`src/shrn_map.svh`:
```
`ifndef SHRN_MAP_SVH
`define SHRN_MAP_SVH

// Node identity and offset decode
`define SHRN_NODE_ID 12'h006
`define SHRN_SEL_MSB 6
`define SHRN_Q_NAME 7'h00
`define SHRN_Q_SIZE 7'h01
`define SHRN_Q_RD_LEVEL 7'h02
`define SHRN_Q_WR_LEVEL 7'h03
`define SHRN_Q_TIMEOUT 7'h04
`define SHRN_Q_TYPE 7'h05

// Qualifier values
`define SHRN_DATA_SIZE 16'h0002
`define SHRN_READ_LEVEL 16'h0000
`define SHRN_WRITE_LEVEL 16'h000F
`define SHRN_TYPE_NODE 16'h0000

// Leaf population per access level
`define SHRN_LEAVES_LOW 7'h0B
`define SHRN_LEAVES_PRIV 7'h0C
`define SHRN_PRIV_LEVEL 4'h2
`define SHRN_LEAF_MIN 16'h0200
`define SHRN_LEAF_MAX 16'h02FF

// Error code pairs, first byte high
`define SHRN_ERR_DIR_RD 16'h1340
`define SHRN_ERR_DIR_WR 16'h1441
`define SHRN_ERR_IND_WR 16'h1041
`define SHRN_ERR_NO_LEAF 16'h1440

// Response lengths in bytes
`define SHRN_LEN_NAME 4'h8
`define SHRN_LEN_WORD 4'h2
`define SHRN_LEN_NONE 4'h0

// Sensor channels
`define SHRN_ACCEL_BITS 14
`define SHRN_ACCEL_UG_PER_LSB 12510
`define SHRN_ACCEL_RANGE_G 50
`define SHRN_THERM_BITS 32
`define SHRN_PORT_THERM 1'b0
`define SHRN_PORT_ACCEL 1'b1

`endif

```
`src/shrn_pkg.sv`:
```
package shrn_pkg;

    typedef enum logic {SHRN_IDLE, SHRN_ANSWER} shrn_state_t;

    typedef logic [14:0] shrn_offset_t;

    typedef logic [3:0] shrn_level_t;

    typedef logic [63:0] shrn_payload_t;

endpackage

```
`src/shrn_node.sv`:
```
// Summary of operation
// Direct read offsets 0..5 return name, size 2, levels 0/15, timeout, type 00h.
// Every direct write is refused with error pair 14 41, no state change.
// Indirect access permission is decided from the requester's access level.
// Every indirect write is refused as wrong access with error pair 10 41.
// Indirect offset selects a leaf; unimplemented leaf gives error pair 14 40.
// Indirect read offset 0 returns leaf count: 000Bh below level 2, 000Ch at level 2 or above.
// Indirect read offsets 1..count return 2-byte leaf identifiers within 0200h..02FFh.
// Two-byte answers carry high-order byte in data byte 0, low-order in byte 1.
// The node reports the identifier of the first hub resource it implements.
// Hub leaves sit under node 006h, identifiers 200h to 2CCh.
// Hub resources are served only while the hub function is enabled.
// Accelerometer samples are 14-bit signed two's-complement values.
// One accelerometer step is 12.51 mg, range plus or minus 50 g.
// Thermistor measurement is delivered as a 32-bit unsigned value.
// Exactly two input-only ports: thermistor is port 0, accelerometer separate.
// Controller sets accelerometer filter parameters to the frame sampling period.
// Controller enables the hub by writing 21h to remote register 50h.
// After power-on the hub is disabled and requests get no answer.
// Reserved offset bits are ignored; each transaction is answered exactly once.
`timescale 1ns/1ps
`include "shrn_map.svh"

module shrn_node #(
    // Arbitrary name value
    parameter logic [63:0] NODE_NAME = 64'h4E4F_4445_2D30_3030,
    parameter logic [15:0] TIMEOUT = 16'h00FF
) (
    input wire logic MCLK,
    input wire logic RST,
    input wire logic HUB_ENABLE,
    input wire logic REQ_VALID,
    input wire logic REQ_INDIRECT,
    input wire logic REQ_WRITE,
    input wire shrn_pkg::shrn_offset_t REQ_OFFSET,
    input wire shrn_pkg::shrn_level_t REQ_LEVEL,
    output logic REQ_READY,
    output logic RSP_VALID,
    output logic RSP_ERROR,
    output logic [15:0] RSP_ERR_CODE,
    output logic [3:0] RSP_LENGTH,
    output shrn_pkg::shrn_payload_t RSP_DATA,
    input wire logic ACCEL_VALID,
    input wire logic [13:0] ACCEL_SAMPLE,
    input wire logic THERM_VALID,
    input wire logic [31:0] THERM_SAMPLE,
    output logic [15:0] PORT1_VALUE,
    output logic [31:0] PORT0_VALUE
);
    import shrn_pkg::*;

    shrn_state_t state;
    shrn_state_t next_state;
    logic rsp_valid;
    logic next_rsp_valid;
    logic rsp_error;
    logic next_rsp_error;
    logic [15:0] rsp_err_code;
    logic [15:0] next_rsp_err_code;
    logic [3:0] rsp_length;
    logic [3:0] next_rsp_length;
    shrn_payload_t rsp_data;
    shrn_payload_t next_rsp_data;
    logic [15:0] accel;
    logic [15:0] next_accel;
    logic [31:0] therm;
    logic [31:0] next_therm;

    logic take;
    logic priv;
    logic [6:0] sel;
    logic [6:0] leaf_count;

    // Leaf identifier table; entry 12 only visible at the privileged level
    function automatic logic [15:0] leaf_id(input logic [6:0] idx);
        case (idx)
            7'h01: leaf_id = 16'h0200;
            7'h02: leaf_id = 16'h0201;
            7'h03: leaf_id = 16'h0202;
            7'h04: leaf_id = 16'h0210;
            7'h05: leaf_id = 16'h0280;
            7'h06: leaf_id = 16'h0283;
            7'h07: leaf_id = 16'h0284;
            7'h08: leaf_id = 16'h0285;
            7'h09: leaf_id = 16'h0286;
            7'h0A: leaf_id = 16'h02C0;
            7'h0B: leaf_id = 16'h02CC;
            7'h0C: leaf_id = 16'h0218;
            default: leaf_id = `SHRN_LEAF_MIN;
        endcase
    endfunction

    // Two-byte value placed in data bytes 0 and 1
    function automatic shrn_payload_t word_data(input logic [15:0] value);
        word_data = {value, 48'h0000_0000_0000};
    endfunction

    assign take = REQ_VALID && REQ_READY;
    assign sel = REQ_OFFSET[`SHRN_SEL_MSB:0];
    assign priv = (REQ_LEVEL >= `SHRN_PRIV_LEVEL);
    assign leaf_count = priv ? `SHRN_LEAVES_PRIV : `SHRN_LEAVES_LOW;

    always_comb
    begin
        next_state = state;
        next_rsp_valid = 1'b0;
        next_rsp_error = rsp_error;
        next_rsp_err_code = rsp_err_code;
        next_rsp_length = rsp_length;
        next_rsp_data = rsp_data;
        case (state)
            SHRN_IDLE:
            begin
                // Disabled hub drops the request without any answer
                if (take && HUB_ENABLE)
                begin
                    next_state = SHRN_ANSWER;
                    next_rsp_valid = 1'b1;
                    next_rsp_error = 1'b0;
                    next_rsp_err_code = 16'h0000;
                    next_rsp_length = `SHRN_LEN_WORD;
                    next_rsp_data = 64'h0000_0000_0000_0000;
                    if (!REQ_INDIRECT && REQ_WRITE)
                    begin
                        next_rsp_error = 1'b1;
                        next_rsp_err_code = `SHRN_ERR_DIR_WR;
                        next_rsp_length = `SHRN_LEN_NONE;
                    end
                    else if (REQ_INDIRECT && REQ_WRITE)
                    begin
                        next_rsp_error = 1'b1;
                        next_rsp_err_code = `SHRN_ERR_IND_WR;
                        next_rsp_length = `SHRN_LEN_NONE;
                    end
                    else if (!REQ_INDIRECT)
                    begin
                        case (sel)
                            `SHRN_Q_NAME:
                            begin
                                next_rsp_length = `SHRN_LEN_NAME;
                                next_rsp_data = NODE_NAME;
                            end
                            `SHRN_Q_SIZE: next_rsp_data = word_data(`SHRN_DATA_SIZE);
                            `SHRN_Q_RD_LEVEL: next_rsp_data = word_data(`SHRN_READ_LEVEL);
                            `SHRN_Q_WR_LEVEL: next_rsp_data = word_data(`SHRN_WRITE_LEVEL);
                            `SHRN_Q_TIMEOUT: next_rsp_data = word_data(TIMEOUT);
                            `SHRN_Q_TYPE: next_rsp_data = word_data(`SHRN_TYPE_NODE);
                            default:
                            begin
                                next_rsp_error = 1'b1;
                                next_rsp_err_code = `SHRN_ERR_DIR_RD;
                                next_rsp_length = `SHRN_LEN_NONE;
                            end
                        endcase
                    end
                    else if (sel == 7'h00)
                    begin
                        next_rsp_data = word_data({9'h000, leaf_count});
                    end
                    else if (sel <= leaf_count)
                    begin
                        // Leaves 200h..2CCh under node 006h, first is 200h
                        next_rsp_data = word_data(leaf_id(sel));
                    end
                    else
                    begin
                        next_rsp_error = 1'b1;
                        next_rsp_err_code = `SHRN_ERR_NO_LEAF;
                        next_rsp_length = `SHRN_LEN_NONE;
                    end
                end
            end
            SHRN_ANSWER:
            begin
                next_state = SHRN_IDLE;
            end
            default:
            begin
                next_state = SHRN_IDLE;
            end
        endcase
    end

    always_ff @(posedge MCLK or posedge RST)
    begin
        if (RST)
        begin
            state <= SHRN_IDLE;
            rsp_valid <= 1'b0;
            rsp_error <= 1'b0;
            rsp_err_code <= 16'h0000;
            rsp_length <= 4'h0;
            rsp_data <= 64'h0000_0000_0000_0000;
        end
        else
        begin
            state <= next_state;
            rsp_valid <= next_rsp_valid;
            rsp_error <= next_rsp_error;
            rsp_err_code <= next_rsp_err_code;
            rsp_length <= next_rsp_length;
            rsp_data <= next_rsp_data;
        end
    end

    assign REQ_READY = (state == SHRN_IDLE);
    assign RSP_VALID = rsp_valid;
    assign RSP_ERROR = rsp_error;
    assign RSP_ERR_CODE = rsp_err_code;
    assign RSP_LENGTH = rsp_length;
    assign RSP_DATA = rsp_data;

    // Sensor ports: 0 thermistor, 1 accelerometer; captured only while enabled
    always_comb
    begin
        next_accel = accel;
        next_therm = therm;
        if (HUB_ENABLE && ACCEL_VALID)
        begin
            // Sign-extended, 12.51 mg per step over +/-50 g
            next_accel = {{2{ACCEL_SAMPLE[`SHRN_ACCEL_BITS-1]}}, ACCEL_SAMPLE};
        end
        if (HUB_ENABLE && THERM_VALID)
        begin
            next_therm = THERM_SAMPLE;
        end
    end

    always_ff @(posedge MCLK or posedge RST)
    begin
        if (RST)
        begin
            accel <= 16'h0000;
            therm <= 32'h0000_0000;
        end
        else
        begin
            accel <= next_accel;
            therm <= next_therm;
        end
    end

    assign PORT1_VALUE = accel;
    assign PORT0_VALUE = therm;
endmodule

```
`config.mk`:
```
export PLATFORM = sky130hd
export DESIGN_NAME = shrn_node
export DESIGN_NICKNAME = d
export VERILOG_FILES = /design/src/shrn_pkg.sv /design/src/shrn_node.sv
export VERILOG_INCLUDE_DIRS = /design/src /design/src/src
export SDC_FILE = /design/constraint.sdc
export NUM_CORES = 1
export LEC_CHECK = 0
export ABC_CLOCK_PERIOD_IN_PS = 2100
export BUFFER_PORTS_ARGS = -buffer_cell sky130_fd_sc_hd__buf_2
export CORE_ASPECT_RATIO = 1.5
export CORE_MARGIN = 2
export CORE_UTILIZATION = 38
export CTS_CLUSTER_SIZE = 12
export DETAILED_ROUTE_END_ITERATION = 12
export HOLD_SLACK_MARGIN = 0.1
export MAX_ROUTING_LAYER = met4
export PLACE_DENSITY = 0.76
export SETUP_SLACK_MARGIN = 0.15
export SLEW_MARGIN = 20
export SYNTH_ARGS = -nofsm -noshare
export SYNTH_HDL_FRONTEND = slang
export SYNTH_SLANG_ARGS = --single-unit
```
`constraint.sdc`:
```
create_clock -name MCLK -period 2.1 [get_ports MCLK]
set_clock_uncertainty 0.15 [all_clocks]
set_input_delay 0.315 -clock MCLK [delete_from_list [all_inputs] [get_ports MCLK]]
set_output_delay 0.315 -clock MCLK [all_outputs]
set_load 0.01 [all_outputs]
```
# After elaboration in Yosys (flattened, before gate mapping)
# Memories as Yosys holds them, arrays and structs flattened.
# Index checks and enable logic that the tools add are counted.
[classes]
n_lt_le_gt_ge = 2
eq_ne = 5
muxes = 29
bitwise = 1
n_reduce_logical = 12
[op_table]
columns = ["operator", "count"]
rows = [
  ["$mux W64", 5],
  ["$pmux W63 S4", 1],
  ["$mux W16", 4],
  ["$mux W13", 3],
  ["$eq A7 B2 Y1 const B", 2],
  ["$eq A7 B3 Y1 const B", 2],
  ["$mux W4", 3],
  ["$mux W1", 8],
  ["$pmux W4 S2", 1],
  ["$eq A7 B1 Y1 const B", 1],
  ["$le A7 B4 Y1", 1],
  ["$logic_not A7 Y1", 1],
  ["$logic_and A1 B1 Y1", 6],
  ["$reduce_or A6 Y1", 1],
  ["$reduce_or A5 Y1", 1],
  ["$ge A4 B2 Y1 const B", 1],
  ["$mux W2", 2],
  ["$logic_not A3 Y1", 1],
  ["$mux W3", 1],
  ["$pmux W1 S2", 1],
  ["$reduce_and A2 Y1", 1],
  ["$logic_not A1 Y1", 1],
  ["$not A1 Y1", 1],
]
[word_totals]
reg_bits = 133
mem_bits_ro = 112
in_bits = 73
out_inout_bits = 135
wordCells = 58
memories = 1
[memory_table]
columns = ["memory", "words", "width", "read_ports", "rd_clocked_by_memory_dff", "wr", "line", "text"]
rows = [
  ["(no name shown)", 16, 7, 1, 0, 0, "shrn_node.sv:76", "case (idx)"],
]

# Logic depth before layout (Yosys ltp)
# Gate-level depths: netlist of run 1.
[depth]
depth_word = 8
depth_mapped = 8
mapped_depth_nobuf = 8

# Worst setup path before layout of run 1
# OpenSTA, ideal clock, no wires.
[synth_timing]
kind = "input-to-reg"
start = "in REQ_LEVEL[3]"
end = "reg rsp_error, in the netlist RSP_ERROR"
setup_time_ns = 0.065
t_arrival_ns = 1.930
required_ns = 1.885
setup_slack_ns = -0.044
stages = 7
n_path_buf = 0
cell_sequence = "or3_1 > inv_1 > ha_1 > and3_1 > o31a_2 > a31oi_1 > o21a_1"
[synth_via]
elab_chain_len = 8
[synth_rtl]
columns = ["item", "line", "text"]
rows = [
  ["start, declared", "shrn_node.sv:36", "input wire shrn_pkg::shrn_level_t REQ_LEVEL,"],
  ["$ge A4 B2 Y1 (no source line)", "-", ""],
  ["$mux W3 (no source line)", "-", ""],
  ["$le A7 B4 Y1", "shrn_node.sv:160", "else if (sel <= leaf_count)"],
  ["$mux W1", "shrn_node.sv:160", ""],
  ["$mux W1", "shrn_node.sv:156", "else if (sel == 7'h00)"],
  ["$mux W1", "shrn_node.sv:135", "else if (!REQ_INDIRECT)"],
  ["$mux W1", "shrn_node.sv:129", "else if (REQ_INDIRECT && REQ_WRITE)"],
  ["$mux W1", "shrn_node.sv:123", "if (!REQ_INDIRECT && REQ_WRITE)"],
  ["end signal, assigned", "shrn_node.sv:199", "rsp_error <= next_rsp_error;"],
  ["end, declared", "shrn_node.sv:56", "logic rsp_error;"],
]
# No other way between the ends.
# A chain may end at the register's enable or synchronous reset.

# Worst setup path in the final report of run 1
[layout_timing]
start = "in REQ_LEVEL[1]"
end = "reg rsp_data[54], in the netlist RSP_DATA[54]"
[layout_via]
elab_chain_len = 8
[layout_rtl]
columns = ["item", "line", "text"]
rows = [
  ["$ge A4 B2 Y1 (no source line)", "-", ""],
  ["$mux W3 (no source line)", "-", ""],
  ["$le A7 B4 Y1", "shrn_node.sv:160", ""],
  ["$mux W64", "shrn_node.sv:160", ""],
  ["$mux W64", "shrn_node.sv:156", ""],
  ["$mux W64", "shrn_node.sv:135", ""],
  ["$mux W64", "shrn_node.sv:129", ""],
  ["$mux W64", "shrn_node.sv:123", ""],
  ["end signal, assigned", "shrn_node.sv:202", "rsp_data <= next_rsp_data;"],
  ["end, declared", "shrn_node.sv:62", "shrn_payload_t rsp_data;"],
]
# No other way between the ends.

==> metrics.md, run 1 <==
| Metric | Value |
|---|---|
| Core ar. | 8310 um^2 |
| R2R Setup Slk | between 0.3 and 0.4 ns |
| Iter 0 DRT Violations | 73 |
| Residual DRC count | 0 |
| Num ports | around 210 |
| CTS max path bufs | 2 |
| Ys Warns | 0 |
| Post-synth top area cell | dfrtp_1 |
| Cell variety after synth | 40 |
| Worst Max-Slew Pin Slew | 0.676 ns |
| Tcrit/Tclk final | 90.5% |
| Grt met2 use | 32.6% |
| CTS Buf Count | 9 |
| Worst skew pair latency | roughly 0.32 ns |
| First-pass GRT wire length | 11.8 mm |
| Crit. End Element | register |
| Dominant synthesized flop cell | dfrtp_1 |
| Routed Antenna Nets | 0 |
| Final nets | 542 |
| Crit path cell chain | buf_2 -> or3_4 -> inv_4 -> ha_1 -> inv_1 -> a211oi_2 -> o31a_4 -> nand3_1 -> o31ai_2 |
| H-tree lvl count | 3 |
| Number of placement rows | 41 |
| CP arrival | 1.98 ns |
| GR peak layer | met2 |
| Routed WL | about 8.0 mm |
| Largest net degree at the start of global routing | 33 |
| Slowest cell delay on critical path | roughly 0.41 ns |
| FF+latch count, synth | 64 |
| CTS Root Cell | clkbuf_16 |
| Avg Inst Size Synth | between 10 and 15 um^2 |
| Fmax | between 500 and 600 MHz |
| Worst slew margin | 54.8% |
| Share of layout cells above drive strength 1 | 48.8% |
| CP required | between 2 and 2.5 ns |
| Total track usage | 17.3% |
| Clock sinks | 64 |
| Vias per cell | 4.42 |
| Die Ht | ~120 um |
| Sequential element share of the synthesized area | approximately half |
| Vias in the first global route | 2,467 |
| Total grt overflow | 0 |
| Dominant cells by area after synthesis | dfrtp_1 (50%), buf_4 (16%), mux2_2 (16%), o21ai_0 (1.9%), nand2_1 (1.9%) |
| RSZ-0062 raised after global routing | yes |
| Full die area | 9270 um^2 |
| Min-Delay Endpoint | RSP_ERR_CODE[9] |
| DRT Pass-1 Iters | 4 |
| Worst reg2reg startpoint | RSP_VALID |
| Cells after synthesis | 282 |
| Power Dens Cells | between 800 and 900 nW/um^2 |
| Leak Pwr | roughly 2.4 nW |
| Fin. Hold Viols | 0 |
| DR WL/cell | between 10 and 15 um |
| Final Max Tran Viols | 0 |
| Async SR Flop Fraction | 100% |
| Die W | 79.3 um |
| Fin area | 4650 um^2 |
| Post-synth top cells | buf_4 (70), dfrtp_1 (64), mux2_2 (46) |
| Maximum VDD drop | 0.000391 V |
| Syn-to-layout area delta | 43.9% |
| Top cell type's share of synthesized area | 49.6% |
| Initial antenna violation count | 0 |
| Post-Syn Area | approximately 3200 um^2 |
| Setup violators final | 0 |
| Crit-path slowest cell | or3_4 |
| HP Class | input pin to register |
| Setup crit start kind | input pin |
| CP Class | input pin to register |
| Clock transition at path regs | 0.05 ns |
| Status | completed |
| Met3 usage | approximately 3.6% |
| Number of enable flip-flop cells after synthesis | 0 |
| Power Total | roughly 0.0038 W |
| Crit path max fanout | 7 |
| Hold Crit Start | REQ_INDIRECT |
| Hold Crit Depth | 2 |
| Starting density of the core | roughly 40% |
| Met1 usage | 15.8% |
| DR vias | approximately 2,600 |
| Maxcap violations | 0 |
| Fin crit period | 1.90 ns |
| Port Buf Inserts | about 150 |
| Post-DP Area | 3830 um^2 |
| Post-DP HPWL | 5.50 mm |
| CTS tree | built |
| Top-count cell post-synth | buf_4 |
| Placer Congestion | 0.801 |
| R2r endpoint | RSP_DATA[54] |
| Worst R2R Path Depth | 5 |
## critical path: cells and delay by family
family | cells | cell delay [ns]
adders and majority gates | 1 | 0.14
buffers and inverters | 3 | 0.23
and+or+nand+nor | 2 | 0.57
AOI/OAI and AO/OA | 3 | 0.71
## per-layer routing
layer / routed length [um] / vias to the layer above
met5: 0 / -
met1: 2680 / 1194
met2: 4550 / 137
met3: 540 / 17
met4: 231 / 0
li1: - / 1211
## report_power, final
group	total [W]	switching, W	internal (W)	leakage [nW]
combinational	0.000724	0.000362	0.000362	1.43
sequential	0.00147	0.0000789	0.00139	0.772
clock	0.00158	0.000509	0.00107	0.152
total	0.00377	0.000950	0.00282	2.36
## logic make-up (layout without fill, tap and decap cells)
family	count (synthesis)	count (layout)	share of synthesized area, %
AOI/OAI and AO/OA	40	40	7.79
xor gates and xnor gates	1	1	0.271
adders and majority gates	3	3	1.16
buffers and inverters	86	227	18.6
DFF	64	64	49.6
muxes	47	47	16.4
other	1	50	0.116
and+or+nand+nor	40	40	6.12
## layout make-up
cell class / count / area (um^2)
Clock inverter: 5 / 80.1
Inverter: 8 / 36.3
Timing Repair Buffer: 203 / 1280
Antenna cell: 1 / 2.50
Multi-Input combinational cell: 180 / 1260
Sequential cell: 64 / 1600
Clock buffer: 11 / 243
Fill cell: 670 / 3660
Tap cell: 107 / 134
## state kept, by name, indices dropped and copies added, names as in the netlist
name          cells
RSP_VALID         1
PORT0_VALUE      32
RSP_ERROR         1
RSP_DATA         10
PORT1_VALUE      14
RSP_ERR_CODE      4
RSP_LENGTH        2
## how the worst max path moves through the flow
stage,start,to,slack (ns),cells past startpoint
finish,REQ_LEVEL[1],RSP_DATA[54],0.20,9
global route,REQ_LEVEL[1],RSP_ERR_CODE[10],0.11,8
CTS,REQ_LEVEL[1],RSP_DATA[54],0.19,9
detailed placement,REQ_LEVEL[1],RSP_DATA[54],-0.14,9
global placement,REQ_LEVEL[1],RSP_ERROR,-0.07,8
floorplan,REQ_LEVEL[1],RSP_ERROR,0.09,7
## repair_timing
action,in CTS,in global routing
hold endpoints to repair,75,0
setup buffers,0,0
setup endpoints to repair,0,4
hold buffers,48,0
resized for setup,0,2
## stage by stage
stage / TNS [ns] / instances / util (%) / hold slack (ns) / worst slack, ns
after floorplan: 0 / 330 / - / 0.263 / 0.0903
after global placement: -0.347 / 514 / 46.1 / 0.287 / -0.0723
after detailed placement: -0.821 / 514 / 46.1 / 0.313 / -0.143
after CTS: 0 / 578 / 55.8 / 0.203 / 0.192
after global routing: 0 / 578 / 55.9 / 0.218 / 0.105
final: 0 / 579 / 55.9 / 0.234 / 0.200
## placed cells by master, fill, tap and decap left out, types with 2 or more instances in the layout
cell | netlist | final
a21oi_1 | 7 | 7
bufinv_16 | 0 | 2
buf_4 | 70 | 5
nand2b_1 | 2 | 2
nor2_1 | 6 | 6
clkinvlp_4 | 0 | 3
conb_1 | 1 | 49
ha_4 | 0 | 2
dlygate4sd3_1 | 0 | 48
nand2_1 | 16 | 16
dfrtp_1 | 64 | 64
buf_2 | 0 | 149
nand3_1 | 3 | 3
clkbuf_16 | 0 | 9
inv_1 | 8 | 6
o21ai_0 | 12 | 11
o21a_1 | 3 | 3
or3_1 | 3 | 2
nor3_1 | 3 | 2
a31oi_1 | 3 | 3
mux2_2 | 46 | 46
o21ai_1 | 4 | 5
Power figures use the tool's default switching activity.
==> run 2: changes to the inputs <==
==> constraint.sdc (replaced) <==
create_clock -name MCLK -period 2.1 [get_ports MCLK]
set_clock_uncertainty 0.15 [all_clocks]
set_input_delay 0.525 -clock MCLK [delete_from_list [all_inputs] [get_ports MCLK]]
set_output_delay 0.525 -clock MCLK [all_outputs]
set_load 0.01 [all_outputs]
==> run 2 against run 1 <==
  * Hold slack improved by 0.050 ns
  * Wire length decreased by 10%
  * Final area shrank 7.3%
==> metrics.md, run 2 (synthesized netlist as in run 1, its figures left out) <==
| Metric | Value |
|---|---|
| Vias per cell | 4.50 (was 4.42) |
| Core ar. | 8310 um^2 (unchanged) |
| First-pass GRT wire length | 10.1 mm (was 11.8 mm) |
| Crit path max fanout | 7 (unchanged) |
| Worst reg2reg startpoint | RSP_VALID (unchanged) |
| Fin area | 4310 um^2 (was 4650 um^2) |
| R2r endpoint | RSP_DATA[50] (was RSP_DATA[54]) |
| Number of placement rows | 41 (unchanged) |
| Maxcap violations | 0 (unchanged) |
| DR WL/cell | 13.3 um (was 13.8 um) |
| Hold Crit Depth | 2 (unchanged) |
| Fin. Hold Viols | 0 (unchanged) |
| Final critical-path setup slack | 0.0369 ns (was 0.200 ns) |
| Routed WL | 7.18 mm (was 8.01 mm) |
| Residual DRC count | 0 (unchanged) |
| Placer Congestion | 0.870 (was 0.801) |
| Maximum VDD drop | 0.000391 V (about the same) |
| Share of layout cells above drive strength 1 | 55.7% (was 48.8%) |
| Port Buf Inserts | 149 (unchanged) |
| Iter 0 DRT Violations | 52 (was 73) |
| Fin crit period | 2.06 ns (was 1.90 ns) |
| DRT Pass-1 Iters | 4 (unchanged) |
| HP Class | input pin to register (unchanged) |
| Worst slew margin | 59.5% (was 54.8%) |
| Setup crit start kind | input pin (unchanged) |
| Critical Path Sink | RSP_DATA[54] (unchanged) |
| Die W | 79.3 um (unchanged) |
| Worst Max-Slew Pin Slew | 0.605 ns (was 0.676 ns) |
| Crit path from | REQ_LEVEL[1] (unchanged) |
| Largest net degree at the start of global routing | 33 (unchanged) |
| Final nets | 502 (was 542) |
| Num ports | 208 (unchanged) |
| Total track usage | 15.0% (was 17.3%) |
| Max reg flops | 32 (unchanged) |
| Worst skew pair latency | 0.32 ns (about the same) |
| Die Ht | 117 um (unchanged) |
| DR vias | 2,423 (was 2,559) |
| Fmax | 485 MHz (was 526 MHz) |
| Setup bufs post-CTS | 0 (unchanged) |
| Power Total | 0.00383 W (was 0.00377 W) |
| CTS Buf Count | 9 (unchanged) |
| Routed Antenna Nets | 0 (unchanged) |
| Full die area | 9270 um^2 (unchanged) |
| Worst slack at placement | -0.337 ns (was -0.143 ns) |
| CTS Root Cell | clkbuf_16 (unchanged) |
| Syn-to-layout area delta | 33.4% (was 43.9%) |
| H-tree lvl count | 3 (unchanged) |
| Final Max Tran Viols | 0 (unchanged) |
| Tcrit/Tclk final | 98.2% (was 90.5%) |
| CTS tree | built (unchanged) |
| Setup violators final | 0 (unchanged) |
| Most common cell after layout, fill and taps aside | buf_2 (unchanged) |
| Clock sinks | 64 (unchanged) |
| Post-DP HPWL | 5.73 mm (was 5.50 mm) |
| CTS max path bufs | 2 (unchanged) |
| Power Dens Cells | 888 nW/um^2 (was 811 nW/um^2) |
| CP Class | input pin to register (unchanged) |
| CP required | 2.18 ns (about the same) |
| Clock transition at path regs | 0.05 ns (about the same) |
| Status | completed (unchanged) |
| R2R Setup Slk | 0.13 ns (was 0.36 ns) |
| RSZ-0062 raised after global routing | yes (unchanged) |
| Crit. End Element | register (unchanged) |
| Initial antenna violation count | 0 (unchanged) |
| Vias in the first global route | 2,197 (was 2,467) |
| Most frequent cells in the layout | buf_2 (148), dfrtp_1 (64), conb_1 (49), mux2_2 (46), nand2_1 (16) (was buf_2 (149), dfrtp_1 (64), conb_1 (49), dlygate4sd3_1 (48), mux2_2 (46)) |
| Starting density of the core | 38.9% (unchanged) |
| Ant. Diodes | 0 (was 1) |
| Worst R2R Path Depth | 5 (unchanged) |
| Leak Pwr | 2.22 nW (was 2.36 nW) |
| Final Core Density | 51.8% (was 55.9%) |
| CP arrival | 2.14 ns (was 1.98 ns) |
| Total grt overflow | 0 (unchanged) |
| Post-DP Area | 3890 um^2 (was 3830 um^2) |
[run 2: cell types whose count changed in the layout (fill, tap and decap cells not counted), sizes merged]
cell and change:
dlygate4sd3 -47, buf +7, clkinvlp -2, bufinv +1, clkinv +1, diode -1
[run 2: worst min-delay path by stage]
stage                     start              end  slack, ns
2_1_floorplan     RSP_LENGTH[3]    RSP_LENGTH[3]       0.37
3_3_place_gp       RSP_DATA[51]     RSP_DATA[51]       0.32
3_5_place_dp       RSP_DATA[48]     RSP_DATA[48]       0.32
4_1_cts        THERM_SAMPLE[14]  PORT0_VALUE[14]       0.27
5_1_grt        THERM_SAMPLE[24]  PORT0_VALUE[24]       0.27
6_report       THERM_SAMPLE[14]  PORT0_VALUE[14]       0.28
[run 2: layout make-up]
class / count / area, um^2
Clock buffer: 11 / 243
Multi-Input combinational cell: 180 / 1310
Timing Repair Buffer: 163 / 885
Sequential cell: 64 / 1600
Fill cell: 748 / 4000
Tap cell: 107 / 134
Inverter: 8 / 36.3
Clock inverter: 5 / 104
[run 2: per-stage QoR]
| stage | cells | TNS, ns | hold slack (ns) |
|---|---|---|---|
| finish | 538 | 0 | 0.284 |
| global route | 538 | -0.0410 | 0.271 |
| CTS | 538 | 0 | 0.268 |
| detailed placement | 521 | -3.33 | 0.321 |
| global placement | 521 | -2.96 | 0.319 |
| floorplan | 330 | -0.789 | 0.366 |
[run 2: power by group]
| group | switching (W) | total [W] | internal [W] |
|---|---|---|---|
| registers | 0.0000773 | 0.00146 | 0.00139 |
| logic | 0.000343 | 0.000663 | 0.000320 |
| clock network | 0.000508 | 0.00170 | 0.00119 |
[run 2: layer usage]
layer | wire length, um | global-route usage (%) | share of wire, %
met4 | 171 | 9.08 | 2.4
met3 | 557 | 2.84 | 7.8
met1 | 2470 | 14.3 | 34
met5 | 0 | - | 0
met2 | 3980 | 27.8 | 55
[run 2: worst max-delay path, stage by stage]
cell and delay [ns]:
buf_6 0.09, or3_4 0.41, ha_4 0.24, a211oi_4 0.26, o31a_4 0.25, nand3_2 0.14, o31ai_2 0.22
[run 2: repair_timing]
item / CTS / global route
cloned: 0 / 0
hold buffers: 1 / 0
resized for setup: 4 / 6
hold endpoints to repair: 15 / 0
endpoints found under the setup margin: 12 / 12
==> run 3: changes to the inputs <==
SETUP_SLACK_MARGIN = 0.4   (was 0.15)
==> run 3 against run 2 <==
  * The flow now finishes with violations (negative setup slack)
  * First-iteration DRC count increased by 71%
  * Hold slack worse by 0.15 ns
  * Combinational power rose by 0.6%
  * Final cell count fell by 0.74%
  * Sequential power about the same
  * Utilization fell by 0.41 points
  * Via count decreased by 1.6%
  * Clock-buffer cell count fell by 1
  * Clock power shrank 8%
  * Global-route usage up 0.063 points
  * Power shrank 3.5%
  * Die area is the same
  * Critical path type unchanged
  * Critical endpoint is now RSP_ERR_CODE[6]
  * Largest cell class unchanged
==> metrics.md, run 3 (synthesized netlist as in run 1, its figures left out) <==
| Metric | Value |
|---|---|
| Worst R2R Path Depth | 5 (unchanged) |
| Violated checks | negative setup slack |
| Final Max Tran Viols | 0 (unchanged) |
| Initial antenna violation count | 0 (unchanged) |
| Fin crit period | 2.11 ns (was 2.06 ns) |
| First-pass GRT wire length | 10.3 mm (was 10.1 mm) |
| Setup violators final | 3 (was 0) |
| CP required | 2.21 ns (was 2.18 ns) |
| Full die area | 9270 um^2 (unchanged) |
| Share of layout cells above drive strength 1 | 56.7% (was 55.7%) |
| Starting density of the core | 38.9% (unchanged) |
| Most common cell after layout, fill and taps aside | buf_2 (unchanged) |
| Num ports | 208 (unchanged) |
| CTS tree | built (unchanged) |
| Syn-to-layout area delta | 32.4% (was 33.4%) |
| Vias per cell | 4.47 (was 4.50) |
| Setup TNS | -0.0162 ns (was 0 ns) |
| CP Class | input pin to register (unchanged) |
| Power Dens Cells | 864 nW/um^2 (was 888 nW/um^2) |
| Core ar. | 8310 um^2 (unchanged) |
| Maxcap violations | 0 (unchanged) |
| CTS Buf Count | 9 (unchanged) |
| DR vias | 2,385 (was 2,423) |
| Final nets | 499 (was 502) |
| Status | finished, violations left (was completed) |
| Worst Max-Slew Pin Slew | 0.587 ns (was 0.605 ns) |
| Die Ht | 117 um (unchanged) |
| Routed Antenna Nets | 0 (unchanged) |
| CTS Hold Buffers Added | 0 (was 1) |
| H-tree lvl count | 3 (unchanged) |
| Die W | 79.3 um (unchanged) |
| Number of placement rows | 41 (unchanged) |
| Clock transition at path regs | 0.05 ns (about the same) |
| Final critical-path setup slack | -0.00674 ns (was 0.0369 ns) |
| Largest net degree at the start of global routing | 65 (was 33) |
| Clock sinks | 64 (unchanged) |
| Fmax | 475 MHz (was 485 MHz) |
| Fin. Hold Viols | 0 (unchanged) |
| DRT Pass-1 Iters | 4 (unchanged) |
| Crit path max fanout | 7 (unchanged) |
| Total track usage | 15.1% (was 15.0%) |
| Tcrit/Tclk final | 100% (was 98.2%) |
| RSZ-0062 raised after global routing | yes (unchanged) |
| Maximum VDD drop | 0.000382 V (was 0.000391 V) |
| Vias in the first global route | 2,157 (was 2,197) |
| Residual DRC count | 0 (unchanged) |
| Max reg flops | 32 (unchanged) |
| Worst slew margin | 60.7% (was 59.5%) |
| Leak Pwr | 2.19 nW (was 2.22 nW) |
| CTS Root Cell | clkbuf_16 (unchanged) |
| Worst hold slack | 0.139 ns (was 0.284 ns) |
| Iter 0 DRT Violations | 89 (was 52) |
| HP Class | input pin to asynchronous set/reset pin (was input pin to register) |
| Post-DP HPWL | 5.52 mm (was 5.73 mm) |
| Port Buf Inserts | 149 (unchanged) |
| Total grt overflow | 0 (unchanged) |
| Worst skew pair latency | 0.31 ns (was 0.32 ns) |
| DR WL/cell | 13.2 um (was 13.3 um) |
| CTS max path bufs | 2 (unchanged) |
| Crit. End Element | register (unchanged) |
| Routed WL | 7.05 mm (was 7.18 mm) |
| CP arrival | 2.21 ns (was 2.14 ns) |
| Ant. Diodes | 0 (unchanged) |
| Placer Congestion | 0.825 (was 0.870) |
| Most frequent cells in the layout | buf_2 (148), dfrtp_1 (64), conb_1 (49), mux2_2 (46), nand2_1 (16) (unchanged) |
| Fin area | 4270 um^2 (was 4310 um^2) |
| Setup crit start kind | input pin (unchanged) |
| Post-DP Area | 3870 um^2 (was 3890 um^2) |
## run 3: changes by cell type in the layout (fill, tap and decap cells not counted), sizes merged
cell / previous run / this run
clkbuf: 11 / 10
dlygate4sd3: 1 / 0
bufinv: 3 / 2
buf: 162 / 160
clkinvlp: 1 / 2
## run 3: layout make-up
type / count / area (um^2)
Timing Repair Buffer: 160 / 860
Fill cell: 773 / 4040
Sequential cell: 64 / 1600
Tap cell: 107 / 134
Multi-Input combinational cell: 180 / 1320
Clock buffer: 10 / 239
Clock inverter: 5 / 81.3
Inverter: 8 / 36.3
## run 3: worst paths after layout
path                            startpoint              end  slack [ns]
hold reg to reg               RSP_DATA[50]     RSP_DATA[50]        0.34
setup / recovery              REQ_LEVEL[1]  RSP_ERR_CODE[6]      -0.007
max in group asynchronous              RST        RSP_VALID        1.40
hold / removal                         RST   PORT1_VALUE[8]        0.14
min in group MCLK          THERM_SAMPLE[5]   PORT0_VALUE[5]        0.28
setup reg to reg                 RSP_VALID     RSP_DATA[51]        0.27
## run 3: repair_timing
item | in CTS | in global routing
pin swaps | 3 | 6
buffers inserted | 1 | 1
setup endpoints to repair | 30 | 30
gates resized for setup | 9 | 2
## run 3: layer usage
metal,global-route usage [%],vias to the layer above,wire length [um]
li1,-,1122,-
met1,14.8,1133,2420
met2,28.1,117,3990
met3,2.91,13,483
met4,7.59,0,157
met5,-,-,0
## run 3: critical path, stage by stage
cell	delay, ns
buf_6	0.09
or3_4	0.42
inv_4	0.10
ha_4	0.20
and3_4	0.18
o31a_4	0.39
a31oi_4	0.18
o21a_1	0.14
## run 3: metrics by stage
stage          power (W)  worst slack [ns]  utilization, %  cells
3_3_place_gp     0.00211            -0.275            46.6    517
2_1_floorplan    0.00192            -0.120               -    330
3_5_place_dp     0.00214            -0.323            46.6    517
5_1_grt          0.00386           -0.0446            51.4    534
4_1_cts          0.00372           -0.0110            51.2    533
6_report         0.00369          -0.00674            51.4    534
## run 3: power breakdown
part	internal (W)	leakage [nW]	switching [W]
Clock	0.00106	0.155	0.000506
Sequential	0.00139	0.772	0.0000699
Combinational	0.000319	1.27	0.000348
